File: config.mk
export PLATFORM = sky130hd
export DESIGN_NAME = phase_power_zone_config_regs
export DESIGN_NICKNAME = d
export VERILOG_FILES = /design/src/verilog/zone_cfg_pkg.sv /design/src/verilog/phase_power_zone_config_regs.sv
export SDC_FILE = /design/constraint.sdc
export NUM_CORES = 1
export LEC_CHECK = 0
export BUFFER_PORTS_ARGS = -buffer_cell sky130_fd_sc_hd__buf_4
export CORE_MARGIN = 2
export CORE_UTILIZATION = 55
export CTS_BUF_LIST = sky130_fd_sc_hd__clkbuf_8 sky130_fd_sc_hd__clkbuf_16
export DETAILED_ROUTE_END_ITERATION = 6
export GPL_TIMING_DRIVEN = 0
export PLACE_DENSITY = 0.7
export SLEW_MARGIN = 20
export SYNTH_ARGS = -nofsm -noshare
export SYNTH_HDL_FRONTEND = slang
export SYNTH_SLANG_ARGS = --single-unit
File: constraint.sdc
create_clock -name sys_clk -period 12.95 [get_ports sys_clk]
set_input_delay 3.2375 -clock sys_clk [delete_from_list [all_inputs] [get_ports sys_clk]]
set_output_delay 3.2375 -clock sys_clk [all_outputs]
set_load 0.01 [all_outputs]
File: src/verilog/zone_cfg_pkg.sv
package zone_cfg_pkg;
  // register offsets on the register port
  localparam logic [7:0] ADDR_SAVE_STATUS = 8'h32;
  localparam logic [7:0] ADDR_PHASE_STATUS = 8'h33;
  localparam logic [7:0] ADDR_ZONE_ENABLES = 8'h34;
  localparam logic [7:0] ADDR_ZONE_STATUS = 8'h35;
  localparam logic [7:0] ADDR_ZONE_CONFIG = 8'h36;
  localparam logic [7:0] ADDR_LOAD_LINE = 8'h39;
  localparam logic [7:0] ADDR_SHED_CFG1 = 8'h3a;
  localparam logic [7:0] ADDR_SHED_STS1 = 8'h3b;
  localparam logic [7:0] ADDR_SHED_CFG2 = 8'h3c;
  localparam logic [7:0] ADDR_SHED_STS2 = 8'h3d;
  localparam logic [7:0] ADDR_SHED_CFG3 = 8'h3e;
  localparam logic [7:0] ADDR_SHED_STS3 = 8'h3f;
  localparam logic [7:0] ADDR_SHED_CFG4 = 8'h40;
  localparam logic [7:0] ADDR_SHED_STS4 = 8'h41;
  localparam logic [7:0] ADDR_SHED_HYST = 8'h44;
  localparam logic [7:0] ADDR_SHED_DELAY = 8'h45;
  localparam logic [7:0] ADDR_LATCH_A = 8'h46;
  localparam logic [7:0] ADDR_LATCH_B = 8'h47;
  localparam logic [7:0] ADDR_SENSE_V = 8'h48;
  localparam logic [7:0] ADDR_STAGE_T = 8'h49;
  localparam logic [7:0] ADDR_STAGE_RESP = 8'h4a;
  localparam logic [7:0] ADDR_DIE_CFG = 8'h4b;
  // reset values
  localparam logic [4:0] ZONE_ENABLES_RST = 5'h1f;
  localparam logic [5:0] ZONE_CONFIG_RST = 6'h00;
  localparam logic [1:0] LOAD_LINE_RST = 2'h3;
  localparam logic [7:0] SHED_CFG_RST = 8'hff;
  localparam logic [7:0] SHED_HYST_RST = 8'h00;
  localparam logic [7:0] SHED_DELAY_RST = 8'h14;
  localparam logic [7:0] LATCH_RST = 8'h00;
  // writable bit masks, reserved bits stay zero
  localparam logic [7:0] LATCH_MASK = 8'h2f;
  // power-save input codes
  localparam logic [1:0] SAVE_MID = 2'h0;
  localparam logic [1:0] SAVE_LOW = 2'h1;
  localparam logic [1:0] SAVE_HIGH = 2'h2;
  // source-select latch bit positions
  localparam int SEL_SHED = 0;
  localparam int SEL_ZONE = 1;
  localparam int SEL_ILIM = 2;
  localparam int SEL_SOFT = 3;
  localparam int SEL_FREQ = 5;
  // zone code limits
  localparam logic [2:0] ZONE_A_MAX = 3'h4;
  localparam logic [2:0] ZONE_B_MAX = 3'h4;
  localparam logic [1:0] ZONE_B_TOP = 2'h3;
  // disabled threshold code
  localparam logic [7:0] SHED_OFF = 8'hff;
  // shedding delay step, 30 us per lsb at 100 MHz
  localparam int CLK_NS = 10;
  localparam int SHED_STEP_US = 30;
  localparam int SHED_STEP_CYCLES = SHED_STEP_US * 1000 / CLK_NS;
  // strap settle: sync depth before straps are caught
  localparam logic [1:0] STRAP_SETTLE = 2'h2;
  // shedding decision states
  typedef enum logic [0:0] {SHED_HOLD, SHED_WAIT} shed_state_t;
endpackage : zone_cfg_pkg

File: src/verilog/phase_power_zone_config_regs.sv
`timescale 1ns/1ns
module phase_power_zone_config_regs #(
  parameter int SHED_STEP = zone_cfg_pkg::SHED_STEP_CYCLES
) (
  input wire logic sys_clk,
  input wire logic rst,
  input wire logic [7:0] reg_addr,
  input wire logic reg_wr,
  input wire logic [7:0] reg_wdata,
  input wire logic reg_rd,
  output logic [7:0] reg_rdata,
  output logic reg_rvalid,
  input wire logic [1:0] power_save_input,
  input wire logic [7:0] phase_enabled,
  input wire logic [2:0] zone_strap_a,
  input wire logic [2:0] zone_strap_b,
  input wire logic [7:0] shed_strap1,
  input wire logic [7:0] shed_strap2,
  input wire logic [7:0] shed_strap3,
  input wire logic [7:0] shed_strap4,
  input wire logic [3:0] shed_strap_over_2v,
  input wire logic [7:0] output_current_reading,
  input wire logic [7:0] sense_voltage_code,
  input wire logic [7:0] stage_thermal_code,
  input wire logic stage_thermal_fault,
  input wire logic die_thermal_fault,
  output logic [4:0] zone_gate,
  output logic [2:0] low_zone_level_a,
  output logic [1:0] low_zone_level_b,
  output logic [1:0] load_line_select,
  output logic [2:0] shed_level,
  output logic switching_frequency_select,
  output logic soft_start_from_reg,
  output logic per_phase_current_limit,
  output logic die_thermal_enable,
  output logic fault_latched_off,
  output logic fault_hiccup
);
  localparam int SYNC_W = 2 + 8 + 3 + 3 + 32 + 4 + 8 + 8 + 8 + 2;
  localparam int DLY_W = 28;

  // raw pins joined so one two-stage synchroniser covers them
  logic [SYNC_W-1:0] sync_raw;
  logic [SYNC_W-1:0] sync_meta; // first stage, read only by second stage
  logic [SYNC_W-1:0] sync_q;
  assign sync_raw = {power_save_input, phase_enabled, zone_strap_a, zone_strap_b,
    shed_strap1, shed_strap2, shed_strap3, shed_strap4, shed_strap_over_2v,
    output_current_reading, sense_voltage_code, stage_thermal_code,
    stage_thermal_fault, die_thermal_fault};

  // synchronised views
  logic [1:0] save_s;
  logic [7:0] phase_s;
  logic [2:0] strap_a_s;
  logic [2:0] strap_b_s;
  logic [7:0] strap_s [4];
  logic [3:0] over_s;
  logic [7:0] iout_s;
  logic [7:0] sense_v_s;
  logic [7:0] stage_t_s;
  logic stage_fault_s;
  logic die_fault_s;
  assign {save_s, phase_s, strap_a_s, strap_b_s, strap_s[0], strap_s[1], strap_s[2],
    strap_s[3], over_s, iout_s, sense_v_s, stage_t_s, stage_fault_s, die_fault_s} = sync_q;

  // software registers
  logic [4:0] zone_enables;
  logic [5:0] zone_config;
  logic [5:0] zone_status; // strapped codes
  logic [1:0] load_line;
  logic [7:0] shed_cfg [4];
  logic [7:0] shed_sts [4];
  logic [7:0] shed_hyst;
  logic [7:0] shed_delay;
  logic [7:0] latch_a;
  logic [7:0] latch_b;
  logic [7:0] source_sel; // selection in force
  logic stage_resp;
  logic [1:0] die_cfg;

  // strap capture sequencing
  logic [1:0] settle_cnt;
  logic straps_loaded;

  // shedding engine
  zone_cfg_pkg::shed_state_t shed_state;
  logic [DLY_W-1:0] shed_timer;
  logic [DLY_W-1:0] delay_cycles;
  logic [7:0] thr [4];
  logic [2:0] up_count;
  logic [2:0] down_count;

  // fault edge detection, next zone levels
  logic stage_fault_d;
  logic die_fault_d;
  logic [2:0] next_level_a;
  logic [1:0] next_level_b;

  // first zone field: in range passes, reserved holds old level
  function automatic logic [2:0] level_a_of(input logic [2:0] code, input logic [2:0] prev);
    level_a_of = (code <= zone_cfg_pkg::ZONE_A_MAX) ? code : prev;
  endfunction : level_a_of

  // second zone field: 100 also maps to top level
  function automatic logic [1:0] level_b_of(input logic [2:0] code, input logic [1:0] prev);
    if (code == zone_cfg_pkg::ZONE_B_MAX)
      level_b_of = zone_cfg_pkg::ZONE_B_TOP;
    else if (code < zone_cfg_pkg::ZONE_B_MAX)
      level_b_of = code[1:0];
    else
      level_b_of = prev;
  endfunction : level_b_of

  // two flip-flops before any logic looks at pins
  always_ff @(posedge sys_clk)
  begin
    sync_meta <= sync_raw;
    sync_q <= sync_meta;
  end

  // wait for sync pipe to fill, then catch straps once
  always_ff @(posedge sys_clk)
  begin
    if (rst)
    begin
      settle_cnt <= 2'h0;
      straps_loaded <= 1'b0;
      zone_status <= 6'h00;
      for (int i = 0; i < 4; i++)
        shed_sts[i] <= 8'h00;
    end
    else if (!straps_loaded)
    begin
      if (settle_cnt == zone_cfg_pkg::STRAP_SETTLE)
      begin
        straps_loaded <= 1'b1;
        zone_status <= {strap_a_s, strap_b_s};
        for (int i = 0; i < 4; i++)
          shed_sts[i] <= over_s[i] ? zone_cfg_pkg::SHED_OFF : strap_s[i];
      end
      else
        settle_cnt <= settle_cnt + 2'h1;
    end
  end

  // writable registers; reserved bits are never stored
  always_ff @(posedge sys_clk)
  begin
    if (rst)
    begin
      zone_enables <= zone_cfg_pkg::ZONE_ENABLES_RST;
      zone_config <= zone_cfg_pkg::ZONE_CONFIG_RST;
      load_line <= zone_cfg_pkg::LOAD_LINE_RST;
      for (int i = 0; i < 4; i++)
        shed_cfg[i] <= zone_cfg_pkg::SHED_CFG_RST;
      shed_hyst <= zone_cfg_pkg::SHED_HYST_RST;
      shed_delay <= zone_cfg_pkg::SHED_DELAY_RST;
      latch_a <= zone_cfg_pkg::LATCH_RST;
      latch_b <= zone_cfg_pkg::LATCH_RST;
      stage_resp <= 1'b0;
      die_cfg <= 2'h0;
    end
    else if (reg_wr)
    begin
      unique case (reg_addr)
        zone_cfg_pkg::ADDR_ZONE_ENABLES: zone_enables <= reg_wdata[4:0];
        zone_cfg_pkg::ADDR_ZONE_CONFIG: zone_config <= reg_wdata[5:0];
        zone_cfg_pkg::ADDR_LOAD_LINE: load_line <= reg_wdata[1:0];
        zone_cfg_pkg::ADDR_SHED_CFG1: shed_cfg[0] <= reg_wdata;
        zone_cfg_pkg::ADDR_SHED_CFG2: shed_cfg[1] <= reg_wdata;
        zone_cfg_pkg::ADDR_SHED_CFG3: shed_cfg[2] <= reg_wdata;
        zone_cfg_pkg::ADDR_SHED_CFG4: shed_cfg[3] <= reg_wdata;
        zone_cfg_pkg::ADDR_SHED_HYST: shed_hyst <= reg_wdata;
        zone_cfg_pkg::ADDR_SHED_DELAY: shed_delay <= reg_wdata;
        zone_cfg_pkg::ADDR_LATCH_A: latch_a <= reg_wdata & zone_cfg_pkg::LATCH_MASK;
        zone_cfg_pkg::ADDR_LATCH_B: latch_b <= reg_wdata & zone_cfg_pkg::LATCH_MASK;
        zone_cfg_pkg::ADDR_STAGE_RESP: stage_resp <= reg_wdata[0];
        zone_cfg_pkg::ADDR_DIE_CFG: die_cfg <= reg_wdata[1:0];
        default: ; // read-only or unmapped: ignored
      endcase
    end
  end

  // selection follows the latches only while they agree
  always_ff @(posedge sys_clk)
  begin
    if (rst)
      source_sel <= zone_cfg_pkg::LATCH_RST;
    else if (latch_a == latch_b)
      source_sel <= latch_a;
  end

  // read port: one-cycle answer, unmapped reads zero
  always_ff @(posedge sys_clk)
  begin
    if (rst)
    begin
      reg_rdata <= 8'h00;
      reg_rvalid <= 1'b0;
    end
    else
    begin
      reg_rvalid <= reg_rd;
      if (reg_rd)
      begin
        unique case (reg_addr)
          zone_cfg_pkg::ADDR_SAVE_STATUS: reg_rdata <= {6'h00, save_s};
          zone_cfg_pkg::ADDR_PHASE_STATUS: reg_rdata <= phase_s;
          zone_cfg_pkg::ADDR_ZONE_ENABLES: reg_rdata <= {3'h0, zone_enables};
          zone_cfg_pkg::ADDR_ZONE_STATUS: reg_rdata <= {2'h0, zone_status};
          zone_cfg_pkg::ADDR_ZONE_CONFIG: reg_rdata <= {2'h0, zone_config};
          zone_cfg_pkg::ADDR_LOAD_LINE: reg_rdata <= {6'h00, load_line};
          zone_cfg_pkg::ADDR_SHED_CFG1: reg_rdata <= shed_cfg[0];
          zone_cfg_pkg::ADDR_SHED_STS1: reg_rdata <= shed_sts[0];
          zone_cfg_pkg::ADDR_SHED_CFG2: reg_rdata <= shed_cfg[1];
          zone_cfg_pkg::ADDR_SHED_STS2: reg_rdata <= shed_sts[1];
          zone_cfg_pkg::ADDR_SHED_CFG3: reg_rdata <= shed_cfg[2];
          zone_cfg_pkg::ADDR_SHED_STS3: reg_rdata <= shed_sts[2];
          zone_cfg_pkg::ADDR_SHED_CFG4: reg_rdata <= shed_cfg[3];
          zone_cfg_pkg::ADDR_SHED_STS4: reg_rdata <= shed_sts[3];
          zone_cfg_pkg::ADDR_SHED_HYST: reg_rdata <= shed_hyst;
          zone_cfg_pkg::ADDR_SHED_DELAY: reg_rdata <= shed_delay;
          zone_cfg_pkg::ADDR_LATCH_A: reg_rdata <= latch_a;
          zone_cfg_pkg::ADDR_LATCH_B: reg_rdata <= latch_b;
          zone_cfg_pkg::ADDR_SENSE_V: reg_rdata <= sense_v_s;
          zone_cfg_pkg::ADDR_STAGE_T: reg_rdata <= stage_t_s;
          zone_cfg_pkg::ADDR_STAGE_RESP: reg_rdata <= {7'h00, stage_resp};
          zone_cfg_pkg::ADDR_DIE_CFG: reg_rdata <= {6'h00, die_cfg};
          default: reg_rdata <= 8'h00;
        endcase
      end
    end
  end

  // zone decode from the selected source
  always_comb
  begin
    if (source_sel[zone_cfg_pkg::SEL_ZONE])
    begin
      next_level_a = level_a_of(zone_config[5:3], low_zone_level_a);
      next_level_b = level_b_of(zone_config[2:0], low_zone_level_b);
    end
    else
    begin
      next_level_a = level_a_of(zone_status[5:3], low_zone_level_a);
      next_level_b = level_b_of(zone_status[2:0], low_zone_level_b);
    end
  end

  // applied zone settings and source-select outputs
  always_ff @(posedge sys_clk)
  begin
    if (rst)
    begin
      zone_gate <= zone_cfg_pkg::ZONE_ENABLES_RST;
      low_zone_level_a <= 3'h0;
      low_zone_level_b <= 2'h0;
      load_line_select <= zone_cfg_pkg::LOAD_LINE_RST;
      switching_frequency_select <= 1'b0;
      soft_start_from_reg <= 1'b0;
      per_phase_current_limit <= 1'b0;
      die_thermal_enable <= 1'b0;
    end
    else
    begin
      zone_gate <= (save_s == zone_cfg_pkg::SAVE_LOW) ? zone_enables
        : zone_cfg_pkg::ZONE_ENABLES_RST;
      low_zone_level_a <= next_level_a;
      low_zone_level_b <= next_level_b;
      load_line_select <= load_line;
      switching_frequency_select <= source_sel[zone_cfg_pkg::SEL_FREQ];
      soft_start_from_reg <= source_sel[zone_cfg_pkg::SEL_SOFT];
      per_phase_current_limit <= source_sel[zone_cfg_pkg::SEL_ILIM];
      die_thermal_enable <= die_cfg[1];
    end
  end

  // thresholds in force and phase-step counts
  always_comb
  begin
    up_count = 3'h0;
    down_count = 3'h0;
    for (int i = 0; i < 4; i++)
    begin
      thr[i] = source_sel[zone_cfg_pkg::SEL_SHED] ? shed_cfg[i] : shed_sts[i];
      if (thr[i] != zone_cfg_pkg::SHED_OFF)
      begin
        if (iout_s >= thr[i])
          up_count = up_count + 3'h1;
        if ({1'b0, iout_s} + {1'b0, shed_hyst} >= {1'b0, thr[i]})
          down_count = down_count + 3'h1;
      end
    end
  end

  // delay in cycles; parameter scales it for short simulations
  assign delay_cycles = DLY_W'(shed_delay) * DLY_W'(SHED_STEP);

  // step up at once, step down only after the delay
  always_ff @(posedge sys_clk)
  begin
    if (rst)
    begin
      shed_state <= zone_cfg_pkg::SHED_HOLD;
      shed_level <= 3'h0;
      shed_timer <= '0;
    end
    else if (up_count > shed_level)
    begin
      shed_level <= up_count;
      shed_state <= zone_cfg_pkg::SHED_HOLD;
      shed_timer <= '0;
    end
    else
    begin
      unique case (shed_state)
        zone_cfg_pkg::SHED_HOLD:
        begin
          shed_timer <= '0;
          if (down_count < shed_level)
            shed_state <= zone_cfg_pkg::SHED_WAIT;
        end
        zone_cfg_pkg::SHED_WAIT:
        begin
          // load went back up: abandon the step down
          if (down_count >= shed_level)
            shed_state <= zone_cfg_pkg::SHED_HOLD;
          else if (shed_timer >= delay_cycles)
          begin
            shed_level <= down_count;
            shed_state <= zone_cfg_pkg::SHED_HOLD;
          end
          else
            shed_timer <= shed_timer + DLY_W'(1);
        end
      endcase
    end
  end

  // thermal faults: latch off stays until reset, hiccup is a pulse
  always_ff @(posedge sys_clk)
  begin
    if (rst)
    begin
      stage_fault_d <= 1'b0;
      die_fault_d <= 1'b0;
      fault_latched_off <= 1'b0;
      fault_hiccup <= 1'b0;
    end
    else
    begin
      stage_fault_d <= stage_fault_s;
      die_fault_d <= die_fault_s;
      // stage fault response, die fault response
      fault_hiccup <= (stage_fault_s && !stage_fault_d && stage_resp)
        || (die_fault_s && !die_fault_d && die_cfg[1] && die_cfg[0]);
      if ((stage_fault_s && !stage_fault_d && !stage_resp)
        || (die_fault_s && !die_fault_d && die_cfg[1] && !die_cfg[0]))
        fault_latched_off <= 1'b1;
    end
  end

  property p_sel_match;
    @(posedge sys_clk) disable iff (rst)
    (latch_a == latch_b) |=> (source_sel == $past(latch_a));
  endproperty
  a_sel_match: assert property (p_sel_match) else $error("selection missed match");

  property p_sel_hold;
    @(posedge sys_clk) disable iff (rst)
    (latch_a != latch_b) |=> $stable(source_sel);
  endproperty
  a_sel_hold: assert property (p_sel_hold) else $error("selection moved on mismatch");

  property p_gate;
    @(posedge sys_clk) disable iff (rst)
    (save_s != zone_cfg_pkg::SAVE_LOW) |=> (zone_gate == zone_cfg_pkg::ZONE_ENABLES_RST);
  endproperty
  a_gate: assert property (p_gate) else $error("zones gated outside low mode");

  property p_level_a;
    @(posedge sys_clk) disable iff (rst)
    (source_sel[zone_cfg_pkg::SEL_ZONE] && zone_config[5:3] <= zone_cfg_pkg::ZONE_A_MAX)
      |=> (low_zone_level_a == $past(zone_config[5:3]));
  endproperty
  a_level_a: assert property (p_level_a) else $error("first zone level wrong");

  property p_level_b;
    @(posedge sys_clk) disable iff (rst)
    (source_sel[zone_cfg_pkg::SEL_ZONE] && zone_config[2:0] == zone_cfg_pkg::ZONE_B_MAX)
      |=> (low_zone_level_b == zone_cfg_pkg::ZONE_B_TOP);
  endproperty
  a_level_b: assert property (p_level_b) else $error("second zone top code wrong");

  property p_shed_wait;
    @(posedge sys_clk) disable iff (rst)
    // any drop in phase count must come out of a completed wait
    (shed_level < $past(shed_level))
      |-> ($past(shed_state) == zone_cfg_pkg::SHED_WAIT)
      && ($past(shed_timer) >= $past(delay_cycles));
  endproperty
  a_shed_wait: assert property (p_shed_wait) else $error("shed without delay");

  property p_rdata_save;
    @(posedge sys_clk) disable iff (rst)
    (reg_rd && reg_addr == zone_cfg_pkg::ADDR_SAVE_STATUS)
      |=> reg_rvalid && (reg_rdata == {6'h00, $past(save_s)});
  endproperty
  a_rdata_save: assert property (p_rdata_save) else $error("power-save readout wrong");

  property p_latch_off;
    @(posedge sys_clk) disable iff (rst)
    fault_latched_off |=> fault_latched_off;
  endproperty
  a_latch_off: assert property (p_latch_off) else $error("latch-off released");

  property p_die_enable;
    @(posedge sys_clk) disable iff (rst)
    (!die_cfg[1] && !stage_fault_s) ##1 !die_cfg[1] |-> !fault_hiccup;
  endproperty
  a_die_enable: assert property (p_die_enable) else $error("die fault acted while off");

  property p_unmapped;
    @(posedge sys_clk) disable iff (rst)
    (reg_rd && (reg_addr == 8'h37 || reg_addr == 8'h42)) |=> (reg_rdata == 8'h00);
  endproperty
  a_unmapped: assert property (p_unmapped) else $error("unmapped read nonzero");

endmodule : phase_power_zone_config_regs

==> results.cfg <==
[cells_and_area]
layout_commonest_cell = dfxtp_1
drive_above_1_share_pct = 15.4
final_cell_mix = 273 x dfxtp_1, 143 x ha_1, 125 x buf_4
nFillCells = 2292
stdcell_count = 2021
area_delta_synth_final_pct = 16.9
finalNetCount = 1883
antennaDiodeCount = 0
regArea_um2 = 7390
reg_top3 = sync_meta x78, sync_q x78
multi_input_area_um2 = 7600

[die]
dieWidth_um = 172
fp.coreArea_um2 = 27800
dieArea_um2 = 29600
rows = 61
start_util_pct = 55.9
io_pins = 128
die_h_um = 172

[synthesis]
synth_cells = 1457
synth_warnings = 0
synth_cell_types = 83
synth_nets = 1723
syn-cell-area_um2 = 15500
ys_seq_elements = 337
synth_seq_area_share_pct = 47.6
synth_ff_type = dfxtp_1
async_flop_share_pct = 0
synth_edf_count = 64
avgSynthCellArea_um2 = 10.7

[timing]
max_slew_margin_pct = 18.4
rsz0062_at_grt = no
slew_viol_final = 0
skew_ns = 0.0327
setup_viol = 0
tightest_slew_ns = 1.21
post-route-min-period_ns = 7.73
hold_viol = 0
tns_ns = 0
clock.fmax_ghz = 0.129
setup_slack_ns = 5.22
fin_crit_sh_pct = 59.7
hold_ws_ns = 0.324

[clocking]
insertion_delay_ns = 0.54
tritoncts = built
clock-root-buffer = clkbuf_16
hold_buffers = 0
cts_setup_buffers = 0
clock_sinks = 337
clk_pin_slew_ns = 0.07
cts_resized = 0
clock_path_buffers = 3
h-tree-depth = 2
cts_made_buffers = 35

[power]
p_per_area_nw_per_um2 = 152
vdd_drop_max_mv = 0.147
leakagePower_nw = 7.55
finalPower_w = 0.00276

[worst_setup_path]
endpoint = shed_timer[19]$_SDFFE_PP0P_
startpoint = source_sel[0]$_SDFFE_PP0N_
cp-start-kind = register
cp-end-kind = register
cp.required_ns = 13.41
cp.arrival_ns = 8.18
rrSetupSlack_ns = 5.22
cpMaxStageDelayCell = nor4_2
crit_path_frequent_cell = ha_1
max_stage_delay_ns = 0.68
path_class = register to register
worstReg2RegEnd = shed_timer[19]$_SDFFE_PP0P_
r2r-start = source_sel[0]$_SDFFE_PP0N_
rr_worst_depth = 28
cp_max_fo = 10

[hold_path]
hp-class = register to register
hold_path_startpoint = sync_meta[6]$_DFF_P_

[run_status]
status = finished, final reports clean

[drt]
antenna_left = 0
dr.pass1.iters = 6
drcViolationCount = 0
drt_iter0_drc = 1147
post_drt_wl_per_cell_um = 19.6
vias_per_cell = 5.75
vias = 11600
drt_wl_total_mm = 39.6

[placement]
io_buffer_count = 122
post-place-ws_ns = 5.44
place_congestion = 0.955
dp_hpwl_mm = 30.2
dp.cells = 1958

[global_route]
grt_first_pass_wirelength_mm = 61.4
antenna_found_initial = 0
grt_overflow = 0
grt_max_degree = 34
globalRouteTotalUtil_pct = 27.1
grt_pass1_vias = 11200

[run]
cap_viol_max_count = 0
## where the power goes
group,total [W],internal [W],leakage [nW],switching [W]
combinational,0.000536,0.000225,4.02,0.000311
clock,0.00103,0.000597,0.603,0.000429
sequential,0.00120,0.00115,2.92,0.0000543
total,0.00276,0.00197,7.55,0.000795
## routing by layer
layer / vias up / track usage (%) / part of all wire, %
met5: - / 0 / 0
met1: 5465 / 36.6 / 42
met4: 0 / 8.11 / 2.8
li1: 5567 / - / -
met2: 508 / 44.8 / 47
met3: 81 / 4.49 / 8.1
## critical path: cells and delay by family, from the launching register on
| family | cells | cell delay, ns |
|---|---|---|
| buffers and inverters | 5 | 1.81 |
| multiplexers | 3 | 0.84 |
| adder cells (fa/ha/maj) | 5 | 1.52 |
| flip-flops | 1 | 0.32 |
| AO/OA/AOI/OAI | 9 | 1.59 |
| AND/OR/NAND/NOR | 6 | 1.56 |
## kinds of logic (layout without fill, tap and decap cells)
| logic type | count (synthesis) | count (layout) | synth area share [%] |
|---|---|---|---|
| buffers and inverters | 137 | 323 | 3.56 |
| xor gates and xnor gates | 44 | 44 | 2.48 |
| DFF | 337 | 337 | 47.6 |
| and+or+nand+nor | 413 | 413 | 14.0 |
| AOI/OAI and AO/OA | 297 | 297 | 13.6 |
| muxes | 61 | 61 | 4.07 |
| adders and majority gates | 168 | 168 | 14.7 |
## stage by stage
stage               util, %  area, µm²
finish                 65.4      18200
global route           65.4      18200
CTS                    65.4      18200
detailed placement     61.0      16900
global placement       60.9      16900
floorplan                 -      15500
## worst min-delay path by stage
stage | endpoint | slack, ns | cells past startpoint
floorplan | sync_q[0]$_DFF_P_ | 0.31 | 0
global placement | sync_q[33]$_DFF_P_ | 0.31 | 0
detailed placement | sync_q[25]$_DFF_P_ | 0.31 | 0
CTS | sync_q[6]$_DFF_P_ | 0.33 | 0
global route | sync_q[3]$_DFF_P_ | 0.33 | 0
finish | sync_q[6]$_DFF_P_ | 0.32 | 0
## cells in the mapped netlist (all sizes together) (5+ instances only)
library cell  instances  share of area (%)
nor3                 23               0.81
a211oi               16               0.81
edfxtp               64                 12
nor2                 97                2.4
or2                  25                1.0
xnor2                25                1.4
nand2                77                1.9
inv                  85                2.1
nand4                20               0.81
mux2i                53                3.4
nor3b                 5               0.24
a22o                 12               0.68
nand3                42                1.4
or3                   9               0.39
a22oi                20               0.97
ha                  143                 12
o21a                 36                1.7
nor2b                23               0.93
o21ai                32                1.1
nor4                  8               0.60
a21oi                75                2.4
xor2                 19                1.1
clkbuf               29               0.70
fa                   25                3.2
a21o                 30                1.4
nand2b               36                1.4
buf                  22               0.75
a221oi               14               0.79
o2111ai               5               0.28
dfxtp               273                 35
a222oi                8               0.52
a211o                 9               0.51
mux2                  7               0.51
and3                 29                1.2
## layout make-up
class	instances	area share [%]
Tap cell	378	2.60
Clock inverter	23	1.34
Timing Repair Buffer	123	5.09
Sequential cell	337	40.7
Multi-Input combinational cell	983	41.9
Clock buffer	40	5.39
Inverter	85	1.76
Buffer	52	1.29
Note: power is estimated with default switching activity, not from simulation.
